**config.mk**
```make
export PLATFORM = sky130hd
export DESIGN_NAME = gpio_bc_regs
export DESIGN_NICKNAME = d
export VERILOG_FILES = /design/src/hdl/pin_drive.v /design/src/hdl/gpio_bc_regs.v
export VERILOG_INCLUDE_DIRS = /design/src /design/src/include
export SDC_FILE = /design/constraint.sdc
export NUM_CORES = 1
export LEC_CHECK = 0
export BUFFER_PORTS_ARGS = -buffer_cell sky130_fd_sc_hd__clkbuf_2
export CAP_MARGIN = 10
export CELL_PAD_IN_SITES_DETAIL_PLACEMENT = 1
export CELL_PAD_IN_SITES_GLOBAL_PLACEMENT = 2
export CORE_ASPECT_RATIO = 1.1
export CORE_UTILIZATION = 29
export CTS_CLUSTER_SIZE = 28
export DETAILED_ROUTE_END_ITERATION = 16
export PLACE_DENSITY_LB_ADDON = 0.1
export SLEW_MARGIN = 10
export SYNTH_ARGS = -nofsm -noshare
export SYNTH_HDL_FRONTEND = slang
export SYNTH_SLANG_ARGS = --single-unit
```
**constraint.sdc**
```tcl
create_clock -name CLK_I -period 3.9 [get_ports CLK_I]
set_clock_uncertainty 0.05 [all_clocks]
set_input_delay 0.39 -clock CLK_I [delete_from_list [all_inputs] [get_ports CLK_I]]
set_output_delay 0.39 -clock CLK_I [all_outputs]
set_load 0.005 [all_outputs]
```
**src/include/gpio_bc_map.vh**
```
// Register indices, field masks, reset values and timing for the port B
// and port C pin block. Included by bare name from the register block.
`ifndef GPIO_BC_MAP_VH
`define GPIO_BC_MAP_VH

// ----------------------------------------------------------------------
// Register indices (byte address on the bus is four times the index)
// ----------------------------------------------------------------------
`define PORT_B_OUTPUT_LATCH_IDX   10'h2cc
`define PORT_B_OPEN_DRAIN_CTL_IDX 10'h2ce
`define PORT_C_DIRECTION_IDX      10'h2d0
`define PORT_C_PIN_LEVELS_IDX     10'h2d2
`define PORT_C_OUTPUT_LATCH_IDX   10'h2d4
`define PORT_C_OPEN_DRAIN_CTL_IDX 10'h2d6

// ----------------------------------------------------------------------
// Field layouts
// ----------------------------------------------------------------------
`define PORT_B_IMPL_MASK          16'hffff
`define PORT_C_IMPL_MASK          16'hf01e
`define PORT_C_DIR_MASK           16'h901e
`define PORT_C_INPUT_ONLY_MASK    16'h6000
`define PORT_C_BIT_TWELVE         12
`define PORT_C_BIT_FIFTEEN        15

// ----------------------------------------------------------------------
// Reset values
// ----------------------------------------------------------------------
`define PORT_C_DIRECTION_RESET    16'h901e
`define OPEN_DRAIN_CTL_RESET      16'h0000
`define OUTPUT_LATCH_RESET        16'h0000

// ----------------------------------------------------------------------
// Primary oscillator mode codes that free the oscillator pins, and the pin function value that frees bit 15
// ----------------------------------------------------------------------
`define OSC_MODE_OFF              2'h3
`define OSC_MODE_EXT_CLOCK        2'h0
`define OSC_PIN_FN_PORT           1'h1

// ----------------------------------------------------------------------
// Bus timing: wait states before the answer of every access
// ----------------------------------------------------------------------
`define BUS_WAIT_STATES           1

`endif

```
**src/hdl/pin_drive.v**
```verilog
// Output stage for a group of general purpose pins.
// Assumes direction, latch and open-drain inputs are synchronous to clk_i
// and that rst_n_i is an already synchronised active-low reset.
module pin_drive #(
   parameter W = 16
) (
   input  wire         clk_i,
   input  wire         rst_n_i,
   input  wire [W-1:0] dir_i,
   input  wire [W-1:0] lat_i,
   input  wire [W-1:0] odc_i,
   input  wire [W-1:0] en_i,
   output reg  [W-1:0] pin_o,
   output reg  [W-1:0] pin_oe_n_o
);

   // -------------------------------------------------------------------
   // Drive decision
   // -------------------------------------------------------------------
   // An open-drain pin with a high latch bit is released, not driven high,
   // so the external pull-up decides its level.
   wire [W-1:0] drive_w;
   wire [W-1:0] value_w;

   assign drive_w = en_i & ~dir_i & ~(odc_i & lat_i);
   assign value_w = lat_i & ~odc_i;

   // -------------------------------------------------------------------
   // Registered pin outputs
   // -------------------------------------------------------------------
   always @(posedge clk_i or negedge rst_n_i) begin
      if (!rst_n_i) begin
         pin_o      <= {W{1'b0}};
         pin_oe_n_o <= {W{1'b1}};
      end else begin
         pin_o      <= value_w & drive_w;
         pin_oe_n_o <= ~drive_w;
      end
   end

endmodule

```
**src/hdl/gpio_bc_regs.v**
```verilog
// Port B and port C pin registers behind an Avalon-MM slave.
// Assumes pin inputs and configuration levels are synchronous to CLK_I,
// and that the port B direction comes from a register kept elsewhere.
//
// Contract
// - Unimplemented port C bits read zero, ignore writes
// - C12, C15 read pins only in modes 11/00
// - C15 also needs oscillator pin function bit 1
// - C13, C14 are never driven
// - Port C direction resets to 901e
// - Both open-drain controls reset to 0000
// - Latches and pin sample need no reset value
// - Decode 02cc, 02ce and 02d0 to 02d6
`include "gpio_bc_map.vh"

module gpio_bc_regs (
   input  wire        CLK_I,
   input  wire        ARST_N_I,
   input  wire [11:0] AVS_ADDRESS_I,
   input  wire        AVS_READ_I,
   input  wire        AVS_WRITE_I,
   input  wire [31:0] AVS_WRITEDATA_I,
   input  wire [3:0]  AVS_BYTEENABLE_I,
   output reg  [31:0] AVS_READDATA_O,
   output wire        AVS_WAITREQUEST_O,
   input  wire [1:0]  PRIMARY_OSC_MODE_CFG_I,
   input  wire        OSC_PIN_FUNCTION_CFG_I,
   input  wire [15:0] PORT_B_DIR_I,
   output wire [15:0] PORT_B_PIN_O,
   output wire [15:0] PORT_B_PIN_OE_N_O,
   input  wire [15:0] PORT_C_PIN_I,
   output wire [15:0] PORT_C_PIN_O,
   output wire [15:0] PORT_C_PIN_OE_N_O
);

   // -------------------------------------------------------------------
   // Reset release
   // -------------------------------------------------------------------
   // The reset is asserted at once but released through two flip-flops,
   // so that no register leaves reset on a partial clock edge.
   reg rst_meta_q;
   reg rst_n_q;

   always @(posedge CLK_I or negedge ARST_N_I) begin
      if (!ARST_N_I) begin
         rst_meta_q <= 1'b0;
         rst_n_q    <= 1'b0;
      end else begin
         rst_meta_q <= 1'b1;
         rst_n_q    <= rst_meta_q;
      end
   end

   // -------------------------------------------------------------------
   // Register state
   // -------------------------------------------------------------------
   reg [15:0] port_b_output_latch_q;
   reg [15:0] port_b_open_drain_ctl_q;
   reg [15:0] port_c_direction_q;
   reg [15:0] port_c_pin_levels_q;
   reg [15:0] port_c_output_latch_q;
   reg [15:0] port_c_open_drain_ctl_q;

   reg [15:0] port_b_output_latch_d;
   reg [15:0] port_b_open_drain_ctl_d;
   reg [15:0] port_c_direction_d;
   reg [15:0] port_c_output_latch_d;
   reg [15:0] port_c_open_drain_ctl_d;

   // -------------------------------------------------------------------
   // Oscillator pin availability
   // -------------------------------------------------------------------
   // Bits 12 and 15 double as oscillator pins. They are free only while
   // the primary oscillator is off or fed by an external clock; bit 15
   // also needs the oscillator pin function set to port use.
   wire        osc_pins_free_w;
   wire        bit_fifteen_free_w;
   reg  [15:0] avail_mask_w;
   reg  [15:0] drive_en_w;

   assign osc_pins_free_w =
      (PRIMARY_OSC_MODE_CFG_I == `OSC_MODE_OFF) ||
      (PRIMARY_OSC_MODE_CFG_I == `OSC_MODE_EXT_CLOCK);

   assign bit_fifteen_free_w = osc_pins_free_w &&
      (OSC_PIN_FUNCTION_CFG_I == `OSC_PIN_FN_PORT);

   always @* begin
      avail_mask_w = `PORT_C_IMPL_MASK;
      avail_mask_w[`PORT_C_BIT_TWELVE] = osc_pins_free_w;
      avail_mask_w[`PORT_C_BIT_FIFTEEN] = bit_fifteen_free_w;
   end

   // Input-only pins are left out of the drive enable entirely, so no
   // direction or latch setting can ever turn their drivers on.
   always @* begin
      drive_en_w = avail_mask_w & ~`PORT_C_INPUT_ONLY_MASK;
   end

   // -------------------------------------------------------------------
   // Bus handshake
   // -------------------------------------------------------------------
   // Every access takes one wait state. Read data are captured in the
   // first cycle and a write takes effect on the edge at which
   // waitrequest is seen low, exactly when the master lets go.
   reg  ack_q;
   wire req_w;
   wire wr_fire_w;
   wire rd_cap_w;

   assign req_w             = AVS_READ_I | AVS_WRITE_I;
   assign AVS_WAITREQUEST_O = req_w & ~ack_q;
   assign wr_fire_w         = AVS_WRITE_I & ack_q;
   assign rd_cap_w          = AVS_READ_I & ~ack_q;

   always @(posedge CLK_I or negedge rst_n_q) begin
      if (!rst_n_q) begin
         ack_q <= 1'b0;
      end else if (ack_q) begin
         ack_q <= 1'b0;
      end else begin
         ack_q <= req_w;
      end
   end

   // -------------------------------------------------------------------
   // Address decode
   // -------------------------------------------------------------------
   wire [9:0] idx_w;
   wire       addr_aligned_w;
   wire       sel_b_lat_w;
   wire       sel_b_odc_w;
   wire       sel_c_dir_w;
   wire       sel_c_pin_w;
   wire       sel_c_lat_w;
   wire       sel_c_odc_w;

   assign idx_w          = AVS_ADDRESS_I[11:2];
   assign addr_aligned_w = (AVS_ADDRESS_I[1:0] == 2'h0);
   assign sel_b_lat_w    = addr_aligned_w &&
                           (idx_w == `PORT_B_OUTPUT_LATCH_IDX);
   assign sel_b_odc_w    = addr_aligned_w &&
                           (idx_w == `PORT_B_OPEN_DRAIN_CTL_IDX);
   assign sel_c_dir_w    = addr_aligned_w &&
                           (idx_w == `PORT_C_DIRECTION_IDX);
   assign sel_c_pin_w    = addr_aligned_w &&
                           (idx_w == `PORT_C_PIN_LEVELS_IDX);
   assign sel_c_lat_w    = addr_aligned_w &&
                           (idx_w == `PORT_C_OUTPUT_LATCH_IDX);
   assign sel_c_odc_w    = addr_aligned_w &&
                           (idx_w == `PORT_C_OPEN_DRAIN_CTL_IDX);

   // -------------------------------------------------------------------
   // Byte-lane merge
   // -------------------------------------------------------------------
   // Only the two low byte lanes carry register data; the upper lanes
   // of a 32-bit write are accepted and dropped.
   function [15:0] merge_lanes;
      input [15:0] old_val;
      input [31:0] wdata;
      input [3:0]  be;
      input [15:0] impl;
      reg   [15:0] lane_mask;
      begin
         lane_mask   = {{8{be[1]}}, {8{be[0]}}} & impl;
         merge_lanes = (old_val & ~lane_mask) | (wdata[15:0] & lane_mask);
      end
   endfunction

   // -------------------------------------------------------------------
   // Next register values
   // -------------------------------------------------------------------
   always @* begin
      port_b_output_latch_d   = port_b_output_latch_q;
      port_b_open_drain_ctl_d = port_b_open_drain_ctl_q;
      port_c_direction_d      = port_c_direction_q;
      port_c_output_latch_d   = port_c_output_latch_q;
      port_c_open_drain_ctl_d = port_c_open_drain_ctl_q;
      if (wr_fire_w) begin
         if (sel_b_lat_w) begin
            port_b_output_latch_d = merge_lanes(port_b_output_latch_q,
               AVS_WRITEDATA_I, AVS_BYTEENABLE_I, `PORT_B_IMPL_MASK);
         end
         if (sel_b_odc_w) begin
            port_b_open_drain_ctl_d = merge_lanes(port_b_open_drain_ctl_q,
               AVS_WRITEDATA_I, AVS_BYTEENABLE_I, `PORT_B_IMPL_MASK);
         end
         if (sel_c_dir_w) begin
            port_c_direction_d = merge_lanes(port_c_direction_q,
               AVS_WRITEDATA_I, AVS_BYTEENABLE_I, `PORT_C_DIR_MASK);
         end
         // A write to the pin register lands in the latch, as the pin
         // levels themselves cannot be stored.
         if (sel_c_lat_w || sel_c_pin_w) begin
            port_c_output_latch_d = merge_lanes(port_c_output_latch_q,
               AVS_WRITEDATA_I, AVS_BYTEENABLE_I, `PORT_C_IMPL_MASK);
         end
         if (sel_c_odc_w) begin
            port_c_open_drain_ctl_d = merge_lanes(port_c_open_drain_ctl_q,
               AVS_WRITEDATA_I, AVS_BYTEENABLE_I, `PORT_C_IMPL_MASK);
         end
      end
   end

   // -------------------------------------------------------------------
   // Control registers with documented reset values
   // -------------------------------------------------------------------
   always @(posedge CLK_I or negedge rst_n_q) begin
      if (!rst_n_q) begin
         port_c_direction_q      <= `PORT_C_DIRECTION_RESET;
         port_b_open_drain_ctl_q <= `OPEN_DRAIN_CTL_RESET;
         port_c_open_drain_ctl_q <= `OPEN_DRAIN_CTL_RESET;
      end else begin
         port_c_direction_q      <= port_c_direction_d;
         port_b_open_drain_ctl_q <= port_b_open_drain_ctl_d;
         port_c_open_drain_ctl_q <= port_c_open_drain_ctl_d;
      end
   end

   // -------------------------------------------------------------------
   // Output latches
   // -------------------------------------------------------------------
   // Software may not rely on the latch contents after reset. They are
   // still cleared, so that simulation and silicon agree; with every drivable
   // port C direction bit set at reset the port C value never reaches a pin,
   // while port B pins follow PORT_B_DIR_I.
   always @(posedge CLK_I or negedge rst_n_q) begin
      if (!rst_n_q) begin
         port_b_output_latch_q <= `OUTPUT_LATCH_RESET;
         port_c_output_latch_q <= `OUTPUT_LATCH_RESET;
      end else begin
         port_b_output_latch_q <= port_b_output_latch_d;
         port_c_output_latch_q <= port_c_output_latch_d;
      end
   end

   // -------------------------------------------------------------------
   // Pin sampling
   // -------------------------------------------------------------------
   // Pins are sampled every cycle whatever the direction, so a read
   // shows the real pad level, including an open-drain pin held low
   // by another device.
   always @(posedge CLK_I or negedge rst_n_q) begin
      if (!rst_n_q) begin
         port_c_pin_levels_q <= `OUTPUT_LATCH_RESET;
      end else begin
         port_c_pin_levels_q <= PORT_C_PIN_I & avail_mask_w;
      end
   end

   // -------------------------------------------------------------------
   // Read data
   // -------------------------------------------------------------------
   reg [15:0] rd_mux_w;

   always @* begin
      rd_mux_w = 16'h0000;
      if (sel_b_lat_w) begin
         rd_mux_w = port_b_output_latch_q;
      end else if (sel_b_odc_w) begin
         rd_mux_w = port_b_open_drain_ctl_q;
      end else if (sel_c_dir_w) begin
         rd_mux_w = port_c_direction_q & `PORT_C_DIR_MASK;
      end else if (sel_c_pin_w) begin
         rd_mux_w = port_c_pin_levels_q & avail_mask_w;
      end else if (sel_c_lat_w) begin
         rd_mux_w = port_c_output_latch_q & `PORT_C_IMPL_MASK;
      end else if (sel_c_odc_w) begin
         rd_mux_w = port_c_open_drain_ctl_q & `PORT_C_IMPL_MASK;
      end
   end

   // Unmapped addresses answer with zero after the same wait state, so a
   // stray access never hangs the bus.
   always @(posedge CLK_I or negedge rst_n_q) begin
      if (!rst_n_q) begin
         AVS_READDATA_O <= 32'h00000000;
      end else if (rd_cap_w) begin
         AVS_READDATA_O <= {16'h0000, rd_mux_w};
      end
   end

   // -------------------------------------------------------------------
   // Pin output stages
   // -------------------------------------------------------------------
   pin_drive #(
      .W (16)
   ) u_port_b_drive (
      .clk_i      (CLK_I),
      .rst_n_i    (rst_n_q),
      .dir_i      (PORT_B_DIR_I),
      .lat_i      (port_b_output_latch_q),
      .odc_i      (port_b_open_drain_ctl_q),
      .en_i       (`PORT_B_IMPL_MASK),
      .pin_o      (PORT_B_PIN_O),
      .pin_oe_n_o (PORT_B_PIN_OE_N_O)
   );

   pin_drive #(
      .W (16)
   ) u_port_c_drive (
      .clk_i      (CLK_I),
      .rst_n_i    (rst_n_q),
      .dir_i      (port_c_direction_q),
      .lat_i      (port_c_output_latch_q),
      .odc_i      (port_c_open_drain_ctl_q),
      .en_i       (drive_en_w),
      .pin_o      (PORT_C_PIN_O),
      .pin_oe_n_o (PORT_C_PIN_OE_N_O)
   );

endmodule

```
### After elaboration in Yosys (flattened, before gate mapping)

Index checks and enable logic that the tools add are counted.

| cells by class | value |
|---|---|
| bitwise operators | 40 |
| mux-type cells | 7 |
| eq/ne operators | 7 |
| reduce and logical (&&, ||, !) cells | 16 |

Operators by type and width:

| operator | count |
|---|---|
| AND 16 bit | 19 |
| inverter 16 bit | 11 |
| two-way mux 16 bit | 6 |
| OR 16 bit | 5 |
| equality test 10 bit, second input constant | 6 |
| AND reduction 2 bit | 5 |
| logical AND 1 bit | 7 |
| zero test 2 bit | 2 |
| AND 1 bit | 3 |
| equality test 2 bit, second input constant | 1 |
| logical OR 1 bit | 2 |
| two-way mux 1 bit | 1 |
| inverter 1 bit | 1 |
| OR 1 bit | 1 |

| word-level totals | value |
|---|---|
| input port bits | 87 |
| output and inout port bits | 97 |
| logic and storage cells | 84 |
| bits in registers | 179 |

### Depth between registers and ports, before layout

Gate-level depths: netlist (run 1).

| depth | value |
|---|---|
| depth in word-level cells | 8 |
| gate-level depth with buffers | 6 |
| mapped depth without buffers | 4 |

### Cells and area by module

Synthesis (run 1) repeated with hierarchy kept, for this count alone.

| second synthesis, totals | value |
|---|---|
| cells, all modules | 459 |
| area total of the unflattened synthesis | 6122.1 um^2 |

Modules (own cells, without submodules):

| module | times used | area each (um^2) | cells an instance | seq. area each (um^2) |
|---|---|---|---|---|
| gpio_bc_regs | 1 | 3719.8 | 299 | 2034.5 |
| pin_drive | 2 | 1201.2 | 80 | 820.8 |

### Worst setup path before layout (run 1)

Ideal clock, no wire load.

| path | value |
|---|---|
| path kind | input-to-reg |
| from | in AVS_ADDRESS_I[1] |
| to | reg with a tool-made name |
| required time | 3725 ps |
| setup slack | 1473 ps |
| arrival time | 2252 ps |
| path buffers | 2 |
| library setup time | 125 ps |
| stages | 6 |
| cells stage by stage | or4b_1 > buf_2 > or3_1 > buf_6 > nor3_4 > mux2_2 |

RTL lines:

| element | RTL line | RTL |
|---|---|---|
| start: declaration | gpio_bc_regs.v:19 | `input wire [11:0] AVS_ADDRESS_I,` |

==> results of run 1 <==
[layout make-up]
type	count	area [um2]	share of cell area (%)
flip-flops and latches	125	3170	47.1
multi-input cells	261	1970	29.3
repair buffers	126	658	9.78
clock buffers	27	513	7.63
well taps	238	298	4.43
clock inverters	5	103	1.53
inverters	4	15.0	0.223
[layer usage]
metal	part of all wire, %	GRT usage [%]	vias to the layer above
li1	-	-	1652
met1	48	20.0	1762
met2	47	23.1	100
met3	4.3	4.66	7
met4	0.91	4.77	0
met5	0	0	-
[final timing paths]
| check | slack [ns] | endpoint |
|---|---|---|
| min | 0.03 | port_c_pin_levels_q[4] |
| max | 1.32 | flip-flop |
| min reg2reg | 0.30 | rst_n_q |
| min in group asynchronous | 0.25 | rst_n_q |
| max in group asynchronous | 2.56 | async pin |
| max reg2reg | 1.88 | AVS_READDATA_O[12] |
[layout by cell type (no fill, tap or decap), types with 3 or more instances in the layout]
master	netlist	routed
clkbuf_2	0	121
dfrtp_1	97	96
mux2_2	54	54
conb_1	2	37
dfstp_2	28	28
a21o_1	20	20
nor3b_1	20	20
clkbuf_16	0	17
nand2_1	16	16
mux2i_1	14	14
a21oi_1	12	12
nand3_1	9	9
o22ai_1	8	8
o31ai_1	8	8
nor2b_1	7	7
o2bb2ai_1	6	6
nor3_4	5	5
clkbuf_1	8	5
clkbuf_8	0	5
inv_1	4	4
o41ai_1	4	4
nor3_1	3	3
and3_1	3	3
nor2_1	3	3
o21ai_0	3	3
a31oi_1	3	3
nand2b_1	3	3
bufinv_16	0	3
buf_4	36	3
[power breakdown]
part	switching, mW	leakage, nW	internal (mW)
Clock	0.542	0.298	1.09
Combinational	0.114	1.47	0.0763
Sequential	0.0267	1.61	1.34
Total	0.683	3.38	2.51
[cell families (layout without fill, tap and decap cells)]
logic type / Yosys count / in the layout
compound gates: 68 / 68
other cells: 2 / 37
simple gates: 85 / 85
buf+inv: 53 / 162
flops: 125 / 125
mux: 68 / 68
xor+xnor: 3 / 3
[what timing repair did]
| item | CTS | global route |
|---|---|---|
| hold buffers | 1 | 0 |
| buffers inserted | 0 | 0 |
| hold endpoints to repair | 2 | 0 |
| endpoints found under the setup margin | 0 | 0 |
[worst reg2reg max path, cell delays in order, from the launching register on]
cell and delay, ns:
dfrtp_1 0.46, or3b_2 0.46, or4_1 0.61, o22ai_1 0.22, a21oi_1 0.06
==> impl_metrics.ini, run 1 <==
[power]
total_power_mw = 3.19
p_leak_nw = 3.38
powerDensity_nw_per_um2 = 474
peakVddDrop_uv = 268

[logic_synthesis]
synth_top_family_by_area = multiplexers
async_reset_ff_share_pct = 100
synth_top_area_cell = dfrtp_1
ys.flop_type = dfrtp_1
synth.cell_area_um2 = 5350
synthSimpleGateAreaFrac_pct = 10.9
synth_xor_area_share_pct = 0.491
ys_types = 47
synth_top_area_share_pct = 45.4
synth-edff-count = 0
synthAdderAreaFrac_pct = 0
muxShareOfSynthArea_pct = 14.0
yosysWarnings = 0
avgSynthCellArea_um2 = 13.2
yosysSeqAreaShare_pct = 59.1
netlist_instances = 404
synth_area_leaders = dfrtp_1 45%, dfstp_2 14%, mux2_2 11%
yosysMostFrequentCell = dfrtp_1
synth_compound_area_share_pct = 8.89
yosys_register_bits = 125
synthTopCellsByCount = 97 x dfrtp_1, 54 x mux2_2, 36 x buf_4

[critical_path]
path_cells = clkbuf_2, or4b_1, or3_1, nor3_4, mux2_2
crit_slowest_cell = or4b_1
path_class = primary input to flip-flop
crit_path_start = AVS_ADDRESS_I[1]
r2r_cells = 4
cp.depth = 5
worst_setup_path_start_kind = primary input
critPathArrivalTime_ns = 2.81
cp_top_family = simple AND/OR/NAND/NOR gates
worst_setup_path_end_kind = flip-flop
crit_path_max_incr_delay_ns = 0.71
r2r-start = ack_q
critPathBufInv = 1
cp_data_required_time_ns = 4.14
cp_max_fo = 10

[global_routing]
grt_max_degree = 74
grt_pass1_wl_um = 21200
grt.total_usage_pct = 15.0
antenna_found_initial = 0
grt-ovfl-total = 0
grt_pass1_vias = 3736

[floorplan]
die_h_um = 144
core-area_um2 = 17900
rows = 51
start_util_pct = 29.9
io_pins = 184
die_x_um = 131
die_area_um2 = 19000

[route]
via_per_inst = 4.48
wirelength_um = 13300
first_pass_iters = 6
postRouteAntennaNets = 0
drc_errors = 0
vias = 3521
drt_iter0_markers = 90
wl_per_cell_um = 16.9

[sta]
slew_headroom_pct = 26.5
fmax_mhz = 388
hold_violations = 0
holdWs_ns = 0.0345
fin_tns_setup_ns = 0
setup_viol_count_final = 0
worst_slew_pin_slew_ns = 1.10
rsz0062_at_grt = no
setup_slack_ns = 1.32
report.final.slew_viol_count = 0
period_minus_slack_ns = 2.58
post-route-period-util_pct = 66.1

[clocking]
cts_root_buf = clkbuf_16
clkLatencyLatePin_ns = 0.41
clockBufferDepth = 2
cts_resized = 0
cts_tree = built
cts_buffers = 17
clkSinkCount = 125
clk_pin_slew_ns = 0.06
h-tree-depth = 4

[min_path]
hold_path.startpoint = PORT_C_PIN_I[4]
min_path_cells = 1
hp-class = primary input to flip-flop

[placed_design]
hpwl_um = 9410
placed_cell_area_um2 = 6100
portBuffers = 121
gp_congestion = 0.691
placedCellCount = 753
place_ws_ns = 0.858

[finish]
diodes = 0
final_cells = 786
syn_to_final_growth_pct = 25.8
nets = 622
finish.instance_area_um2 = 6730
final_util_pct = 37.6
drive_above_1_share_pct = 44.9
fillers = 1979

[job]
drv_cap = 0

[status]
status = finished clean
(Power assumes the default switching activity.)
==> run 2: changes to the inputs <==
- clock period: 3.9 -> 2.15 ns (I/O delays scaled with it)
==> run 2 against run 1 <==
Net effect:
- clock power grew 63%
- largest cell class unchanged
- first-iteration DRC count grew 27%
- global-route usage grew 0.56 points
- combinational power grew 120%
- sequential power grew 80%
- utilization grew 2.4 points
- design area grew 6.3%
==> impl_metrics.ini, run 2 (same netlist as run 1, synthesis figures left out) <==
[route]
first_pass_iters = 4
wl_per_cell_um = 16.5
drt_iter0_markers = 114
drc_errors = 0
postRouteAntennaNets = 0
via_per_inst = 4.44
wirelength_um = 13700
vias = 3687

[job]
drv_cap = 0

[placed_design]
placedCellCount = 767
hpwl_um = 9900
portBuffers = 121
gp_congestion = 0.732

[finish]
final_cells = 830
mostFrequentLayoutCells = 121 x clkbuf_2, 96 x dfrtp_1, 48 x mux2_2, 37 x conb_1, 31 x dlygate4sd3_1
fillers = 1952
final_util_pct = 40.0
drive_above_1_share_pct = 43.9
syn_to_final_growth_pct = 33.6
multi_input_comb_area_um2 = 2010
regArea_um2 = 3170
nets = 666
diodes = 0
mostFrequentLayoutCell = clkbuf_2

[clocking]
cts_buffers = 17
cts_tree = built
clkLatencyLatePin_ns = 0.41
h-tree-depth = 4
cts_hold_buf = 31
cts_resized = 0
clkSinkCount = 125
cts_root_buf = clkbuf_16
clockBufferDepth = 2
cts_setup_buffers = 0
clk_pin_slew_ns = 0.05

[critical_path]
worst_setup_path_start_kind = flip-flop
path_class = flip-flop to flip-flop
r2r-start = ack_q
cp_max_fo = 8
cp_data_required_time_ns = 2.39
critPathArrivalTime_ns = 2.11
worst_setup_path_end_kind = flip-flop
reg2reg_to = AVS_READDATA_O[2]
r2r_cells = 5
r2r_slack_ns = 0.28

[floorplan]
io_pins = 184
start_util_pct = 29.9
die_area_um2 = 19000
core-area_um2 = 17900
die_h_um = 144
rows = 51
die_x_um = 131

[global_routing]
grt.total_usage_pct = 15.5
grt_pass1_wl_um = 21900
grt_max_degree = 44
grt_pass1_vias = 3967
grt-ovfl-total = 0
antenna_found_initial = 0

[power]
powerDensity_nw_per_um2 = 775
p_seq_share_pct = 44.6
intPower_mw = 4.29
comb_power_share_pct = 7.6
sw_frac_of_total_pct = 22.6
p_leak_nw = 3.57
total_power_mw = 5.54
switchingPower_mw = 1.25
peakVddDrop_uv = 511
power_frac_clock_pct = 47.9

[min_path]
hold_path.startpoint = OSC_PIN_FUNCTION_CFG_I
hp-class = primary input to flip-flop
whs_endpoint = port_c_pin_levels_q[15]
min_path_cells = 2

[status]
status = finished clean

[sta]
worst_slew_pin_slew_ns = 0.756
rsz0062_at_grt = no
setup_viol_count_final = 0
period_minus_slack_ns = 1.87
slew_headroom_pct = 49.6
report.final.slew_viol_count = 0
holdWs_ns = 0.0256
post-route-period-util_pct = 87.0
fmax_mhz = 535
hold_violations = 0
run 2: cell types whose count changed in the layout (fill, tap and decap cells not counted), sizes merged:
cell / before / now
dlygate4sd3: 1 / 31
clkinv: 1 / 3
clkbuf: 148 / 147
bufinv: 3 / 1
buf: 4 / 18
clkinvlp: 1 / 2
run 2: worst max-delay path: stages, from the launching register on:
cell	delay [ns]
dfrtp_1	0.44
or3b_2	0.45
or4_1	0.41
buf_4	0.19
o22ai_1	0.15
a21oi_1	0.06
run 2: through the flow:
| step | cell area, um2 | setup slack (ns) | TNS, ns |
|---|---|---|---|
| finish | 7150 | 0.280 | 0 |
| global route | 7150 | 0.207 | 0 |
| CTS | 7150 | 0.277 | 0 |
| detailed placement | 6290 | -0.124 | -3.86 |
| global placement | 6290 | -0.126 | -3.24 |
| floorplan | 5530 | -0.0859 | -1.11 |
run 2: cell type report:
cell class	count	share of cell area (%)
Clock inverter	6	0.840
Timing Repair Buffer	170	15.6
Tap cell	238	4.17
Clock buffer	26	6.84
Sequential cell	125	44.3
Multi-Input combinational cell	261	28.1
Inverter	4	0.210
run 2: power by group through the flow:
stage / combinational, mW / sequential (mW) / clock (mW)
3_3_place_gp: 0.377 / 2.51 / 0
4_1_cts: 0.430 / 2.47 / 2.73
3_5_place_dp: 0.383 / 2.51 / 0
2_1_floorplan: 0.197 / 2.53 / 0
6_report: 0.420 / 2.47 / 2.65
5_1_grt: 0.468 / 2.48 / 2.83
run 2: worst max path at each step:
| stage | end | from |
|---|---|---|
| finish | AVS_READDATA_O[2] | ack_q |
| global route | AVS_READDATA_O[14] | ack_q |
| CTS | AVS_READDATA_O[3] | ack_q |
| detailed placement | flip-flop | AVS_ADDRESS_I[1] |
| global placement | flip-flop | AVS_ADDRESS_I[1] |
| floorplan | flip-flop | AVS_ADDRESS_I[2] |
run 2: layer usage:
metal  wire, um  share of wire, %  GRT usage, %  vias to the layer above
li1           -                 -             -                     1740
met1       6380                46          19.8                     1832
met2       6630                48          25.3                      107
met3        577               4.2          4.31                        8
met4        129              0.94          5.51                        0
met5          0                 0             0                        -
